[src/rtl/ecsu_defs.svh]
`ifndef ECSU_DEFS_SVH
`define ECSU_DEFS_SVH
// Status codes.
`define ECSU_ST_OK 8'h00
`define ECSU_ST_ALIGN 8'h01
`define ECSU_ST_OFFSET 8'h02
`define ECSU_ST_TABLE 8'h03
`define ECSU_ST_WDOG 8'h07
`define ECSU_ST_PARITY 8'h09
`define ECSU_ST_CSUM 8'h0a
`define ECSU_ST_CMD 8'h0b
`define ECSU_ST_LEN 8'h0c
`define ECSU_ST_ARG 8'h0d
`define ECSU_ST_WPROT 8'h0e
`define ECSU_ST_CODE 8'h0f
`define ECSU_ST_FIXED 8'h10
`define ECSU_ST_ADDR 8'h11
`define ECSU_ST_NOFIELD 8'h12
`define ECSU_ST_SIGMON 8'h1c
`define ECSU_ST_CURRENT 8'h1d
`define ECSU_ST_TEMP 8'h1e
`define ECSU_ST_SPEED 8'h1f
`define ECSU_ST_STUNREL 8'h20
// Command bytes.
`define ECSU_C_RDPOS 8'h42
`define ECSU_C_SETPOS 8'h43
`define ECSU_C_RDDATA 8'h4a
`define ECSU_C_STDATA 8'h4b
`define ECSU_C_FSTAT 8'h4c
`define ECSU_C_CREATE 8'h4d
`define ECSU_C_FREE 8'h4e
`define ECSU_C_CHCODE 8'h4f
`define ECSU_C_STATUS 8'h50
`define ECSU_C_TYPE 8'h52
`define ECSU_C_RESET 8'h53
`define ECSU_C_ADDR 8'h55
`define ECSU_C_SERIAL 8'h56
`define ECSU_C_CFG 8'h57
// Guard byte, code selector and field flag positions.
`define ECSU_GUARD_INIT 8'h55
`define ECSU_GUARD_SEL 8'hff
`define ECSU_FLD_WP_BIT 6
`define ECSU_FLD_FIX_BIT 7
`define ECSU_LEN_BAD 4'hf
`define ECSU_RXMAX 8
`endif

[src/rtl/ecsu_pkg.sv]
package ecsu_pkg;
   typedef enum logic [1:0] {ECSU_S_RX, ECSU_S_EXEC, ECSU_S_TX} ecsu_state_t;
endpackage

[src/rtl/ecsu_top.sv]
`timescale 1ns/10ps
`include "ecsu_defs.svh"
// Operation
// With no fault present, a status query answers 00h.
// Initialization faults report 01h alignment, 02h offset, 03h partition table.
// A watchdog restart latches status 07h.
// Frame faults report 09h parity, 0Ah checksum, 0Bh unknown command.
// A wrong argument byte count is refused with 0Ch.
// An argument outside permitted values is refused with 0Dh.
// Writing a protected field gives 0Eh; a wrong access code gives 0Fh.
// Resizing a fixed-size field is refused with 10h.
// A word address beyond the field end is refused with 11h.
// Accessing a field never created is refused with 12h.
// Speed too high reports 1Fh; unreliable single-turn position reports 20h.
// Monitoring faults report 1Ch signals, 1Dh current or RAM, 1Eh temperature.
// Vital commands run only when their guard byte matches the stored one.
// Set position, allocate address and configure interface need the guard.
// The stored guard byte starts as 55h.
// Decode 4Ah read data, 4Bh store data, 4Ch field status.
// Decode 4Dh create field, 4Eh free memory, 4Fh change code.
// Command 56h returns serial number and firmware version.
// The multiturn count spans 4096 revolutions before wrapping.
// Position is plain binary, rising for clockwise rotation.
// Read position returns 27 bits of single-turn and multiturn data.
// A refused command changes nothing and latches its status code.
module ecsu_top #(
   parameter int NFIELD = 4,
   parameter int MEM_BYTES = 128,
   parameter logic [7:0] TYPE_ID = 8'h5a, // Arbitrary value.
   parameter logic [31:0] SERIAL_NO = 32'h0000_1234, // Arbitrary value.
   parameter logic [7:0] FW_VERSION = 8'h01, // Arbitrary value.
   parameter logic [7:0] ADDR_INIT = 8'h00,
   parameter logic [7:0] MODE_INIT = 8'h00
) (
   input wire logic i_mclk,
   input wire logic i_arst_n,
   input wire logic i_rx_valid,
   input wire logic [7:0] i_rx_byte,
   input wire logic i_rx_last,
   input wire logic i_rx_par_err,
   output logic o_rx_ready,
   output logic o_tx_valid,
   output logic [7:0] o_tx_byte,
   output logic o_tx_last,
   output logic o_tx_err,
   input wire logic i_tx_ready,
   input wire logic [14:0] i_st_pos,
   input wire logic [11:0] i_mt_count,
   input wire logic i_align_bad,
   input wire logic i_offset_bad,
   input wire logic i_table_bad,
   input wire logic i_wdt_restart,
   input wire logic i_speed_high,
   input wire logic i_st_unreliable,
   input wire logic i_sig_mon,
   input wire logic i_tx_current,
   input wire logic i_ram_err,
   input wire logic i_temp_crit,
   output logic [7:0] o_bus_addr,
   output logic [7:0] o_line_mode
);
   localparam int FSZ = MEM_BYTES / NFIELD;
   localparam int MAW = $clog2(MEM_BYTES);

   function automatic logic [3:0] arg_len(input logic [7:0] c);
      case (c)
         `ECSU_C_RDPOS, `ECSU_C_FREE, `ECSU_C_STATUS, `ECSU_C_TYPE: arg_len = 4'h0;
         `ECSU_C_RESET, `ECSU_C_SERIAL: arg_len = 4'h0;
         `ECSU_C_SETPOS: arg_len = 4'h5;
         `ECSU_C_RDDATA, `ECSU_C_ADDR, `ECSU_C_CFG: arg_len = 4'h2;
         `ECSU_C_STDATA: arg_len = 4'h4;
         `ECSU_C_FSTAT: arg_len = 4'h1;
         `ECSU_C_CREATE, `ECSU_C_CHCODE: arg_len = 4'h3;
         default: arg_len = `ECSU_LEN_BAD;
      endcase
   endfunction

   ecsu_pkg::ecsu_state_t state, next_state;
   logic [7:0] rxb [`ECSU_RXMAX];
   logic [7:0] next_rxb [`ECSU_RXMAX];
   logic [3:0] rx_cnt, next_rx_cnt;
   logic rx_par, next_rx_par, rx_ovf, next_rx_ovf;
   logic [7:0] rx_csum, next_rx_csum;
   logic [7:0] txb [6];
   logic [7:0] next_txb [6];
   logic [2:0] tx_left, next_tx_left;
   logic tx_err, next_tx_err;
   logic [7:0] latched, next_latched;
   logic [7:0] guard, next_guard;
   logic [26:0] offset, next_offset;
   logic [7:0] bus_addr, next_bus_addr, line_mode, next_line_mode;
   logic [7:0] mem [MEM_BYTES];
   logic [7:0] next_mem [MEM_BYTES];
   logic [5:0] fsize [NFIELD];
   logic [5:0] next_fsize [NFIELD];
   logic [7:0] fcode [NFIELD];
   logic [7:0] next_fcode [NFIELD];
   logic [NFIELD-1:0] fused, next_fused, fwp, next_fwp, ffix, next_ffix;
   logic [7:0] live, pre_code;
   logic [26:0] pos;

   ////////////////////////////////////////////////////////////////////////////
   // Live fault priority and frame-level checks.
   // position forming
   assign pos = {i_mt_count, i_st_pos} + offset;

   // live fault codes
   always_comb begin
      if (i_align_bad) live = `ECSU_ST_ALIGN;
      else if (i_offset_bad) live = `ECSU_ST_OFFSET;
      else if (i_table_bad) live = `ECSU_ST_TABLE;
      else if (i_sig_mon) live = `ECSU_ST_SIGMON;
      else if (i_tx_current || i_ram_err) live = `ECSU_ST_CURRENT;
      else if (i_temp_crit) live = `ECSU_ST_TEMP;
      else if (i_speed_high) live = `ECSU_ST_SPEED;
      else if (i_st_unreliable) live = `ECSU_ST_STUNREL;
      else live = `ECSU_ST_OK;
   end

   // frame checks
   always_comb begin
      if (rx_par) pre_code = `ECSU_ST_PARITY;
      else if (rx_csum != 8'h00) pre_code = `ECSU_ST_CSUM;
      else if (arg_len(rxb[0]) == `ECSU_LEN_BAD) pre_code = `ECSU_ST_CMD;
      else if (rx_ovf || rx_cnt < 4'h2 || arg_len(rxb[0]) != rx_cnt - 4'h2)
         pre_code = `ECSU_ST_LEN;
      else pre_code = `ECSU_ST_OK;
   end

   ////////////////////////////////////////////////////////////////////////////
   // Receive, execute and answer.
   always_comb begin
      logic [7:0] code;
      logic [MAW-1:0] idx;
      logic [7:0] f;
      logic [7:0] used_sum;
      logic [27:0] tgt;
      code = `ECSU_ST_OK;
      f = rxb[1];
      idx = '0;
      used_sum = 8'h00;
      tgt = {rxb[2][3:0], rxb[3], rxb[4], rxb[5]};
      next_state = state;
      next_rxb = rxb;
      next_rx_cnt = rx_cnt;
      next_rx_par = rx_par;
      next_rx_ovf = rx_ovf;
      next_rx_csum = rx_csum;
      next_txb = txb;
      next_tx_left = tx_left;
      next_tx_err = tx_err;
      next_latched = latched;
      next_guard = guard;
      next_offset = offset;
      next_bus_addr = bus_addr;
      next_line_mode = line_mode;
      next_mem = mem;
      next_fsize = fsize;
      next_fcode = fcode;
      next_fused = fused;
      next_fwp = fwp;
      next_ffix = ffix;
      for (int i = 0; i < NFIELD; i++) begin
         used_sum = used_sum + (fused[i] ? {2'b00, fsize[i]} : 8'h00);
      end
      case (state)
         ecsu_pkg::ECSU_S_RX: begin
            if (i_rx_valid) begin
               if (rx_cnt < 4'(`ECSU_RXMAX)) next_rxb[rx_cnt[2:0]] = i_rx_byte;
               else next_rx_ovf = 1'b1;
               if (rx_cnt != 4'hf) next_rx_cnt = rx_cnt + 4'h1;
               next_rx_par = rx_par | i_rx_par_err;
               next_rx_csum = rx_csum ^ i_rx_byte;
               if (i_rx_last) next_state = ecsu_pkg::ECSU_S_EXEC;
            end
         end
         ecsu_pkg::ECSU_S_EXEC: begin
            code = pre_code;
            for (int i = 0; i < 6; i++) next_txb[i] = 8'h00;
            next_tx_left = 3'd1;
            if (code == `ECSU_ST_OK) begin
               case (rxb[0])
                  `ECSU_C_RDPOS: begin
                     next_txb[0] = {5'h00, pos[26:24]};
                     next_txb[1] = pos[23:16];
                     next_txb[2] = pos[15:8];
                     next_txb[3] = pos[7:0];
                     next_tx_left = 3'd4;
                  end
                  // guarded set position
                  `ECSU_C_SETPOS: begin
                     if (rxb[1] != guard) code = `ECSU_ST_CODE;
                     else if (rxb[2][7:3] != 5'h00) code = `ECSU_ST_ARG;
                     else next_offset = tgt[26:0] - {i_mt_count, i_st_pos};
                  end
                  // field data access
                  `ECSU_C_RDDATA, `ECSU_C_STDATA, `ECSU_C_FSTAT: begin
                     idx = MAW'(f[1:0] * FSZ) + MAW'(rxb[2][4:0]);
                     if (f >= 8'(NFIELD)) code = `ECSU_ST_ARG;
                     else if (!fused[f[1:0]]) code = `ECSU_ST_NOFIELD;
                     else if (rxb[0] == `ECSU_C_FSTAT) begin
                        next_txb[0] = {ffix[f[1:0]], fwp[f[1:0]], fsize[f[1:0]]};
                     end else if (rxb[2] >= {2'b00, fsize[f[1:0]]}) code = `ECSU_ST_ADDR;
                     else if (rxb[0] == `ECSU_C_RDDATA) next_txb[0] = mem[idx];
                     // protection and code check
                     else if (fwp[f[1:0]]) code = `ECSU_ST_WPROT;
                     else if (rxb[3] != fcode[f[1:0]]) code = `ECSU_ST_CODE;
                     else next_mem[idx] = rxb[4];
                  end
                  // create field
                  `ECSU_C_CREATE: begin
                     if (f >= 8'(NFIELD) || rxb[2][5:0] > 6'(FSZ)) code = `ECSU_ST_ARG;
                     else if (fused[f[1:0]] && ffix[f[1:0]]) code = `ECSU_ST_FIXED;
                     else if (fused[f[1:0]] && rxb[3] != fcode[f[1:0]]) code = `ECSU_ST_CODE;
                     else begin
                        next_fused[f[1:0]] = 1'b1;
                        next_fsize[f[1:0]] = rxb[2][5:0];
                        next_fwp[f[1:0]] = rxb[2][`ECSU_FLD_WP_BIT];
                        next_ffix[f[1:0]] = rxb[2][`ECSU_FLD_FIX_BIT];
                     end
                  end
                  // free memory
                  `ECSU_C_FREE: next_txb[0] = 8'(MEM_BYTES) - used_sum;
                  // change access code
                  `ECSU_C_CHCODE: begin
                     if (f == `ECSU_GUARD_SEL) begin
                        if (rxb[2] != guard) code = `ECSU_ST_CODE;
                        else next_guard = rxb[3];
                     end else if (f >= 8'(NFIELD)) code = `ECSU_ST_ARG;
                     else if (!fused[f[1:0]]) code = `ECSU_ST_NOFIELD;
                     else if (rxb[2] != fcode[f[1:0]]) code = `ECSU_ST_CODE;
                     else next_fcode[f[1:0]] = rxb[3];
                  end
                  // status query
                  `ECSU_C_STATUS: begin
                     next_txb[0] = (latched != `ECSU_ST_OK) ? latched : live;
                     next_latched = `ECSU_ST_OK;
                  end
                  `ECSU_C_TYPE: next_txb[0] = TYPE_ID;
                  `ECSU_C_RESET: next_latched = `ECSU_ST_OK;
                  // guarded address and interface setup
                  `ECSU_C_ADDR, `ECSU_C_CFG: begin
                     if (rxb[1] != guard) code = `ECSU_ST_CODE;
                     else if (rxb[0] == `ECSU_C_ADDR) next_bus_addr = rxb[2];
                     else next_line_mode = rxb[2];
                  end
                  // serial number and version
                  `ECSU_C_SERIAL: begin
                     next_txb[0] = SERIAL_NO[31:24];
                     next_txb[1] = SERIAL_NO[23:16];
                     next_txb[2] = SERIAL_NO[15:8];
                     next_txb[3] = SERIAL_NO[7:0];
                     next_txb[4] = FW_VERSION;
                     next_tx_left = 3'd5;
                  end
                  default: code = `ECSU_ST_CMD;
               endcase
            end
            next_tx_err = (code != `ECSU_ST_OK);
            // refusal keeps state and latches code
            if (code != `ECSU_ST_OK) begin
               next_txb[0] = code;
               next_tx_left = 3'd1;
               next_latched = code;
               next_offset = offset;
               next_guard = guard;
               next_bus_addr = bus_addr;
               next_line_mode = line_mode;
               next_mem = mem;
               next_fsize = fsize;
               next_fcode = fcode;
               next_fused = fused;
               next_fwp = fwp;
               next_ffix = ffix;
            end
            next_rx_cnt = 4'h0;
            next_rx_par = 1'b0;
            next_rx_ovf = 1'b0;
            next_rx_csum = 8'h00;
            next_state = ecsu_pkg::ECSU_S_TX;
         end
         ecsu_pkg::ECSU_S_TX: begin
            if (i_tx_ready) begin
               for (int i = 0; i < 5; i++) next_txb[i] = txb[i+1];
               next_txb[5] = 8'h00;
               next_tx_left = tx_left - 3'd1;
               if (tx_left == 3'd1) next_state = ecsu_pkg::ECSU_S_RX;
            end
         end
         default: next_state = ecsu_pkg::ECSU_S_RX;
      endcase
      // watchdog event wins over any clear
      if (i_wdt_restart) next_latched = `ECSU_ST_WDOG;
   end

   always_ff @(posedge i_mclk or negedge i_arst_n) begin
      if (!i_arst_n) begin
         state <= ecsu_pkg::ECSU_S_RX;
         rxb <= '{default: 8'h00};
         rx_cnt <= 4'h0;
         rx_par <= 1'b0;
         rx_ovf <= 1'b0;
         rx_csum <= 8'h00;
         txb <= '{default: 8'h00};
         tx_left <= 3'd0;
         tx_err <= 1'b0;
         latched <= `ECSU_ST_OK;
         // delivered guard value
         guard <= `ECSU_GUARD_INIT;
         offset <= 27'h0;
         bus_addr <= ADDR_INIT;
         line_mode <= MODE_INIT;
         mem <= '{default: 8'h00};
         fsize <= '{default: 6'h00};
         fcode <= '{default: `ECSU_GUARD_INIT};
         fused <= '0;
         fwp <= '0;
         ffix <= '0;
      end else begin
         state <= next_state;
         rxb <= next_rxb;
         rx_cnt <= next_rx_cnt;
         rx_par <= next_rx_par;
         rx_ovf <= next_rx_ovf;
         rx_csum <= next_rx_csum;
         txb <= next_txb;
         tx_left <= next_tx_left;
         tx_err <= next_tx_err;
         latched <= next_latched;
         guard <= next_guard;
         offset <= next_offset;
         bus_addr <= next_bus_addr;
         line_mode <= next_line_mode;
         mem <= next_mem;
         fsize <= next_fsize;
         fcode <= next_fcode;
         fused <= next_fused;
         fwp <= next_fwp;
         ffix <= next_ffix;
      end
   end

   assign o_rx_ready = (state == ecsu_pkg::ECSU_S_RX);
   assign o_tx_valid = (state == ecsu_pkg::ECSU_S_TX);
   assign o_tx_byte = txb[0];
   assign o_tx_last = o_tx_valid && tx_left == 3'd1;
   assign o_tx_err = tx_err;
   assign o_bus_addr = bus_addr;
   assign o_line_mode = line_mode;

   ////////////////////////////////////////////////////////////////////////////
   // Checks. The exec state is one cycle, so the answer byte shows at the next edge.
   logic ex;
   assign ex = (state == ecsu_pkg::ECSU_S_EXEC);
endmodule

[config.mk]
export PLATFORM = sky130hd
export DESIGN_NAME = ecsu_top
export DESIGN_NICKNAME = d
export VERILOG_FILES = /design/src/rtl/ecsu_pkg.sv /design/src/rtl/ecsu_top.sv
export VERILOG_INCLUDE_DIRS = /design/src /design/src/rtl
export SDC_FILE = /design/constraint.sdc
export NUM_CORES = 2
export LEC_CHECK = 0
export BUFFER_PORTS_ARGS = -buffer_cell sky130_fd_sc_hd__clkbuf_2
export CAP_MARGIN = 20
export CORE_ASPECT_RATIO = 0.7
export CORE_UTILIZATION = 45
export CTS_CLUSTER_SIZE = 8
export DETAILED_ROUTE_END_ITERATION = 8
export SLEW_MARGIN = 0
export SYNTH_ARGS = -nofsm -noshare
export SYNTH_HDL_FRONTEND = slang
export SYNTH_SLANG_ARGS = --single-unit
[constraint.sdc]
create_clock -name i_mclk -period 13.03 [get_ports i_mclk]
set_input_delay 0.6515 -clock i_mclk [delete_from_list [all_inputs] [get_ports i_mclk]]
set_output_delay 0.6515 -clock i_mclk [all_outputs]
set_load 0.03 [all_outputs]
**Word-level counts from Yosys, hierarchy flattened**

Cells that the tools add are included.

- $add $sub $neg: 10
- Order comparisons: 13
- Equality and inequality tests: 31
- Multiplexer cells: 112
- Bitwise gates (word level): 22
- Reductions and logical operators: 42

Operator list:

| cell | number |
|---|---|
| bitwise mux 1024 bit | 1 |
| 2-to-1 mux 8 bit | 41 |
| == test 8 x 7 -> 1 bit (second input constant) | 14 |
| one-hot mux 48 bit (2 select lines) | 1 |
| 2-to-1 mux 6 bit | 14 |
| bitwise mux 64 bit | 1 |
| binary-select mux 8 bit (select 7 bit) | 1 |
| demux 8 bit (select 7 bit) | 1 |
| 2-to-1 mux 48 bit | 1 |
| one-hot mux 24 bit (2 select lines) | 1 |
| one-hot mux 8 bit (6 select lines) | 1 |
| 2-to-1 mux 4 bit | 11 |
| 2-to-1 mux 40 bit | 1 |
| one-hot mux 8 bit (5 select lines) | 1 |
| bitwise mux 32 bit | 1 |
| != test 8 bit | 4 |
| adder 27 bit | 1 |
| subtractor 27 bit | 1 |
| bitwise mux 24 bit | 1 |
| demux 8 bit (select 3 bit) | 1 |
| one-hot mux 4 bit (6 select lines) | 1 |
| AND reduction 6 bit | 4 |
| nonzero test 8 bit | 3 |
| binary-select mux 8 bit (select 2 bit) | 1 |
| other kinds (67) | 122 |

- Register bits: 1283
- Bits of input ports: 51
- Output and inout port bits: 28
- Word-level logic and storage cells: 395

**Depth between registers and ports, before layout**

- Word-level depth: 29
- Mapped depth: 18
- Gate-level depth less buffers: 15

**Least setup slack after synthesis**

OpenSTA, ideal clock, no wires.

- Kind: register to register
- Start point: register rxb[49] (netlist name)
- End point: register guard[3]
- Library setup time: 125 ps
- Arrival time: 4310 ps
- Required time: 12905 ps
- Path slack: 8595 ps
- Cell stages (with the launch flop): 17
- Buffers on the path: 4
- Period minus slack after synthesis: 4435 ps
- Cell sequence: dfrtp_1 -> buf_2 -> buf_2 -> buf_1 -> buf_1 -> mux2i_1 -> nand2_1 -> o21ai_0 -> ha_1 -> a2111oi_0 -> o21ai_1 -> a2111oi_0 -> o31a_2 -> a32oi_4 -> nor4_4 -> nor3b_4 -> mux2_2

- Longest elaborated chain between the ends: 18
- Elaborated cells between the ends (all ways): 44
- Classes of those cells: order compare: 2; eq/ne: 4; mux: 31; bitwise: 2; reduce/logical: 5

Ends and longest elaborated chain:

| what | RTL line | text |
|---|---|---|
| from (decl) | ecsu_top.sv:79 | `` logic [7:0] rxb [`ECSU_RXMAX]; `` |
| from (signal assigned) | ecsu_top.sv:321 | `rxb <= next_rxb;` |
| NOT 2 -> 3 bit (not written as such) | - |  |
| binary-select mux 8 bit (select 2 bit) | ecsu_top.sv:207, ecsu_top.sv:214, ecsu_top.sv:231 |  |
| 2-to-1 mux 8 bit (not written as such) (2 in series) | ecsu_top.sv:207, ecsu_top.sv:214, ecsu_top.sv:231 |  |
| != test 8 bit | ecsu_top.sv:207, ecsu_top.sv:214 |  |
| 2-to-1 mux 8 bit | ecsu_top.sv:207 | `` else if (rxb[3] != fcode[f[1:0]]) code = `ECSU_ST_CODE; `` |
| 2-to-1 mux 8 bit | ecsu_top.sv:206 | `` else if (fwp[f[1:0]]) code = `ECSU_ST_WPROT; `` |
| 2-to-1 mux 8 bit | ecsu_top.sv:204 | `` else if (rxb[0] == `ECSU_C_RDDATA) next_txb[0] = mem[idx]; `` |
| 2-to-1 mux 8 bit | ecsu_top.sv:203 | `` end else if (rxb[2] >= {2'b00, fsize[f[1:0]]}) code = `ECSU_ST_ADDR; `` |
| 2-to-1 mux 8 bit | ecsu_top.sv:201 | `` else if (rxb[0] == `ECSU_C_FSTAT) begin `` |
| 2-to-1 mux 8 bit | ecsu_top.sv:200 | `` else if (!fused[f[1:0]]) code = `ECSU_ST_NOFIELD; `` |
| 2-to-1 mux 8 bit | ecsu_top.sv:199 | `` if (f >= 8'(NFIELD)) code = `ECSU_ST_ARG; `` |
| one-hot mux 8 bit (6 select lines) | ecsu_top.sv:182 | `case (rxb[0])` |
| 2-to-1 mux 8 bit | ecsu_top.sv:181 | `` if (code == `ECSU_ST_OK) begin `` |
| 2-to-1 mux 8 bit | ecsu_top.sv:166 | `case (state)` |
| nonzero test 8 bit (no source line) | - |  |
| NOT 1 bit (no source line) | - |  |
| AND reduction 6 bit (no source line) (*) | - |  |
| to (signal assigned) | ecsu_top.sv:309 | `` guard <= `ECSU_GUARD_INIT; `` |
| to (signal assigned) | ecsu_top.sv:330 | `guard <= next_guard;` |
| to (decl) | ecsu_top.sv:89 | `logic [7:0] guard, next_guard;` |

Every way passes the cells marked *; elsewhere a longest branch is shown, timed or not. The select of a mux whose other input is x is not followed.
A chain may end at the register's enable or synchronous reset.

**Final worst setup path**

- Start point: register rxb[41] (netlist name)
- End point: register txb (netlist bit o_tx_byte[4])

- Longest elaborated chain between the ends: 14
- Elaborated cells between the ends (all ways): 33
- Classes of those cells: add/sub: 1; order compare: 2; eq/ne: 2; mux: 25; bitwise: 1; reduce/logical: 2

Ends and longest elaborated chain:

| what | RTL line | text |
|---|---|---|
| adder 7 x 5 -> 7 bit | ecsu_top.sv:198 | `idx = MAW'(f[1:0] * FSZ) + MAW'(rxb[2][4:0]);` |
| NOT 7 -> 8 bit (not written as such) | ecsu_top.sv:204 |  |
| binary-select mux 8 bit (select 7 bit) | ecsu_top.sv:204 |  |
| 2-to-1 mux 8 bit (not written as such) (2 in series) | ecsu_top.sv:204 |  |
| 2-to-1 mux 8 bit | ecsu_top.sv:204 |  |
| 2-to-1 mux 8 bit | ecsu_top.sv:203 |  |
| 2-to-1 mux 8 bit | ecsu_top.sv:201 |  |
| 2-to-1 mux 8 bit | ecsu_top.sv:200 |  |
| 2-to-1 mux 8 bit | ecsu_top.sv:199 |  |
| one-hot mux 8 bit (5 select lines) | ecsu_top.sv:182 |  |
| 2-to-1 mux 40 bit | ecsu_top.sv:181 |  |
| 2-to-1 mux 8 bit (*) | ecsu_top.sv:261 | `` if (code != `ECSU_ST_OK) begin `` |
| one-hot mux 48 bit (2 select lines) (*) | ecsu_top.sv:166 |  |
| to (signal assigned) | ecsu_top.sv:326 | `txb <= next_txb;` |
| to (decl) | ecsu_top.sv:84 | `logic [7:0] txb [6];` |

Marked as above.

==> results.json <==
{
  "end_kind": "flop",
  "fillers": 11314,
  "syn_to_final_growth_pct": 11.4,
  "rows": 110,
  "relSlewSlack": 0.135,
  "cts-root-buf": "clkbuf_16",
  "p_comb_frac": 0.238,
  "port_buffers": 78,
  "crit_fanout": 41,
  "hold_viol_final": 0,
  "setup_viol": 0,
  "hpwl_mm": 114,
  "worst_path_most_repeated_cell": "buf_4",
  "worst_hold_path.endpoint": "latched[3]",
  "use_met2": 0.359,
  "seq_power_share": 0.402,
  "max_freq_mhz": 172,
  "internal-power_mw": 7.12,
  "r2r-end": "o_tx_byte[4]",
  "utilization": 0.509,
  "grt_pass1_vias": 40634,
  "clock_path_buffers": 3,
  "cp-startpoint": "rxb[41]",
  "ant_nets": 0,
  "syn_nets": 4844,
  "worstMarginPinSlew_ps": 1290,
  "cts_sinks": 1249,
  "skew_ps": 30.7,
  "vias": 40762,
  "num_io_pins": 79,
  "firstDrtPassIters": 6,
  "synth_top_area_share": 0.519,
  "cts_tree": "built",
  "use_met3": 0.0707,
  "synth_seq_cells": 1249,
  "final.period_utilization": 0.447,
  "start_kind": "flop",
  "htree_levels": 4,
  "tns_ps": 0,
  "r2r-start": "rxb[41]",
  "yosysMostFrequentCell": "dfrtp_1",
  "r2r_cells": 13,
  "syn_area_per_cell_um2": 12.6,
  "wirelength_mm": 180,
  "yosysTopAreaCell": "dfrtp_1",
  "grt-ovfl-total": 0,
  "period_minus_slack_ps": 5820,
  "synth-main-ff-cell": "dfrtp_1",
  "cts.reportedPaths.clkPinSlew_ps": 50,
  "crit_family": "compound AO/OA/AOI/OAI gates",
  "synth_cell_types": 87,
  "die_area_um2": 133000,
  "initial_core_util": 0.457,
  "synthCells": 4701,
  "clkPwrFrac": 0.360,
  "cts_hold_buf": 1,
  "hp-class": "in -> reg",
  "slowest_stage": "a311oi_1",
  "synth_edf_count": 0,
  "grt_max_degree": 182,
  "synthTopCellsByArea": "dfrtp_1 (52%), mux2_2 (22%), a22oi_1 (4.3%), ha_1 (1.6%), clkbuf_1 (1.5%)",
  "reg2reg_slack_ps": 7210,
  "powerDensity_nw_per_um2": 172,
  "grt_pass1_wl_mm": 274,
  "grt.busiest_layer": "met1",
  "swShare": 0.371,
  "finalWorstSetupSlack_ps": 7210,
  "cts_buffers": 174,
  "die_y_um": 306,
  "cp_num_buf_inv": 3,
  "worstPathRequired_ps": 13740,
  "antenna_found_initial": 11,
  "synth_common_cells": "dfrtp_1 (1,229), mux2_2 (1,169), a22oi_1 (339)",
  "dp_slack_ps": 7310,
  "synthArstFlopShare": 1.00,
  "ctsResizeCount": 0,
  "met1_usage": 0.434,
  "synth_warnings": 0,
  "worstHoldStart": "i_wdt_restart",
  "viasPerCell": 6.30,
  "wl_per_cell_um": 27.9,
  "cp_num_cells": 13,
  "switching_power_mw": 4.20,
  "post_cts_buffers": 0,
  "nNetsFinal": 4842,
  "core_um2": 130000,
  "p_leak_nw": 31.0,
  "track_usage": 0.273,
  "vdd_drop_max_uv": 122,
  "seq_area_frac_synth": 0.528,
  "place_area_um2": 61300,
  "cpPeakStageDelay_ps": 800,
  "p_total_mw": 11.3,
  "status": "complete, no violations",
  "clk_latency_ps": 790,
  "crit_type": "reg -> reg",
  "finalMaxSlewViolations": 0,
  "rsz0062_at_grt": "false",
  "drt_iter0_drc": 3674,
  "die_x_um": 436,
  "holdPathStages": 2,
  "postLayoutCellArea_um2": 66000,
  "netlist_area_um2": 59300,
  "arrival_ps": 6530,
  "path_cells": "buf_4 -> and3b_4 -> buf_4 -> buf_4 -> a22oi_1 -> nand4_1 -> nor2_1 -> a311oi_1 -> nor3_1 -> a311o_1 -> a31oi_1 -> o21ai_0 -> a21oi_1",
  "drv_cap": 0,
  "drive_gt1_frac": 0.350,
  "gp_congestion": 0.914,
  "drt_drc_violations_left": 0
}
-- cell families (layout without fill, tap and decap cells) --
kind of cell	count (synthesis)	in the layout	synth area share
muxes	1212	1212	0.235
DFF	1249	1249	0.528
AOI/OAI and AO/OA	931	931	0.113
and+or+nand+nor	725	725	0.0630
adders and majority gates	92	92	0.0212
other	0	1	0
buffers and inverters	401	435	0.0267
xor gates and xnor gates	91	91	0.0135
-- per-stage QoR --
| step | hold slack (ps) | instances |
|---|---|---|
| 2_1_floorplan | 356 | 4701 |
| 3_3_place_gp | 462 | 6250 |
| 3_5_place_dp | 470 | 6254 |
| 4_1_cts | 43.1 | 6467 |
| 5_1_grt | 92.3 | 6471 |
| 6_report | 105 | 6472 |
-- layout make-up --
| cell class | count | area [um^2] | area share |
|---|---|---|---|
| diodes | 1 | 2.50 | 0.0000379 |
| clock buffers | 200 | 4520 | 0.0684 |
| clock inverters | 12 | 168 | 0.00254 |
| inverters | 76 | 285 | 0.00432 |
| multi-input cells | 3051 | 26400 | 0.401 |
| flip-flops and latches | 1249 | 31300 | 0.475 |
| well taps | 1736 | 2170 | 0.0329 |
| repair buffers | 147 | 1100 | 0.0167 |
-- power by group through the flow --
| stage | clock network (mW) | logic, mW | registers [mW] |
|---|---|---|---|
| 6_report | 4.07 | 2.70 | 4.55 |
| 5_1_grt | 4.31 | 2.85 | 4.58 |
| 4_1_cts | 4.14 | 2.64 | 4.54 |
| 3_5_place_dp | 0 | 2.63 | 4.60 |
| 3_3_place_gp | 0 | 2.62 | 4.60 |
| 2_1_floorplan | 0 | 1.79 | 4.18 |
-- cell usage in the layout (no fill, tap or decap), types with 32 or more instances in the layout --
cell,netlist,routed
nand3_1,43,43
mux2_2,1169,1169
xor2_1,37,37
and2_1,39,39
nor2_2,48,48
dfrtp_1,1229,1215
nor3_1,33,32
a221oi_1,87,87
nand2_1,202,202
a21oi_1,114,113
nor2_1,128,128
o21ai_0,131,131
clkbuf_2,1,77
a22o_1,73,73
clkbuf_16,0,177
xnor2_1,54,54
buf_4,10,51
ha_1,78,78
nand4_1,87,87
a22oi_1,339,339
inv_1,74,74
-- per-layer routing --
| metal | vias to the layer above | wire, um |
|---|---|---|
| li1 | 17489 | - |
| met1 | 21491 | 87800 |
| met2 | 1521 | 71900 |
| met3 | 257 | 17200 |
| met4 | 4 | 3620 |
| met5 | - | 26 |
-- sequential cells by signal, indices dropped and copies added (netlist names), 2 cells and up --
| register | flops |
|---|---|
| fcode | 32 |
| rx_cnt | 4 |
| fused | 4 |
| o_line_mode | 8 |
| o_tx_byte | 8 |
| fsize | 24 |
| txb | 25 |
| ffix | 4 |
| rx_csum | 8 |
| state | 2 |
| tx_left | 3 |
| guard | 8 |
| mem | 1024 |
| rxb | 48 |
| offset | 27 |
| fwp | 4 |
| o_bus_addr | 8 |
| latched | 5 |
-- worst max-delay path by stage --
stage | endpoint | slack [ps]
finish | o_tx_byte[4] | 7210
global route | o_tx_byte[4] | 7170
CTS | o_tx_byte[4] | 7300
detailed placement | o_tx_byte[4] | 7310
global placement | mem[806] | 6740
floorplan | guard[3] | 8600
(Power assumes the default switching activity.)
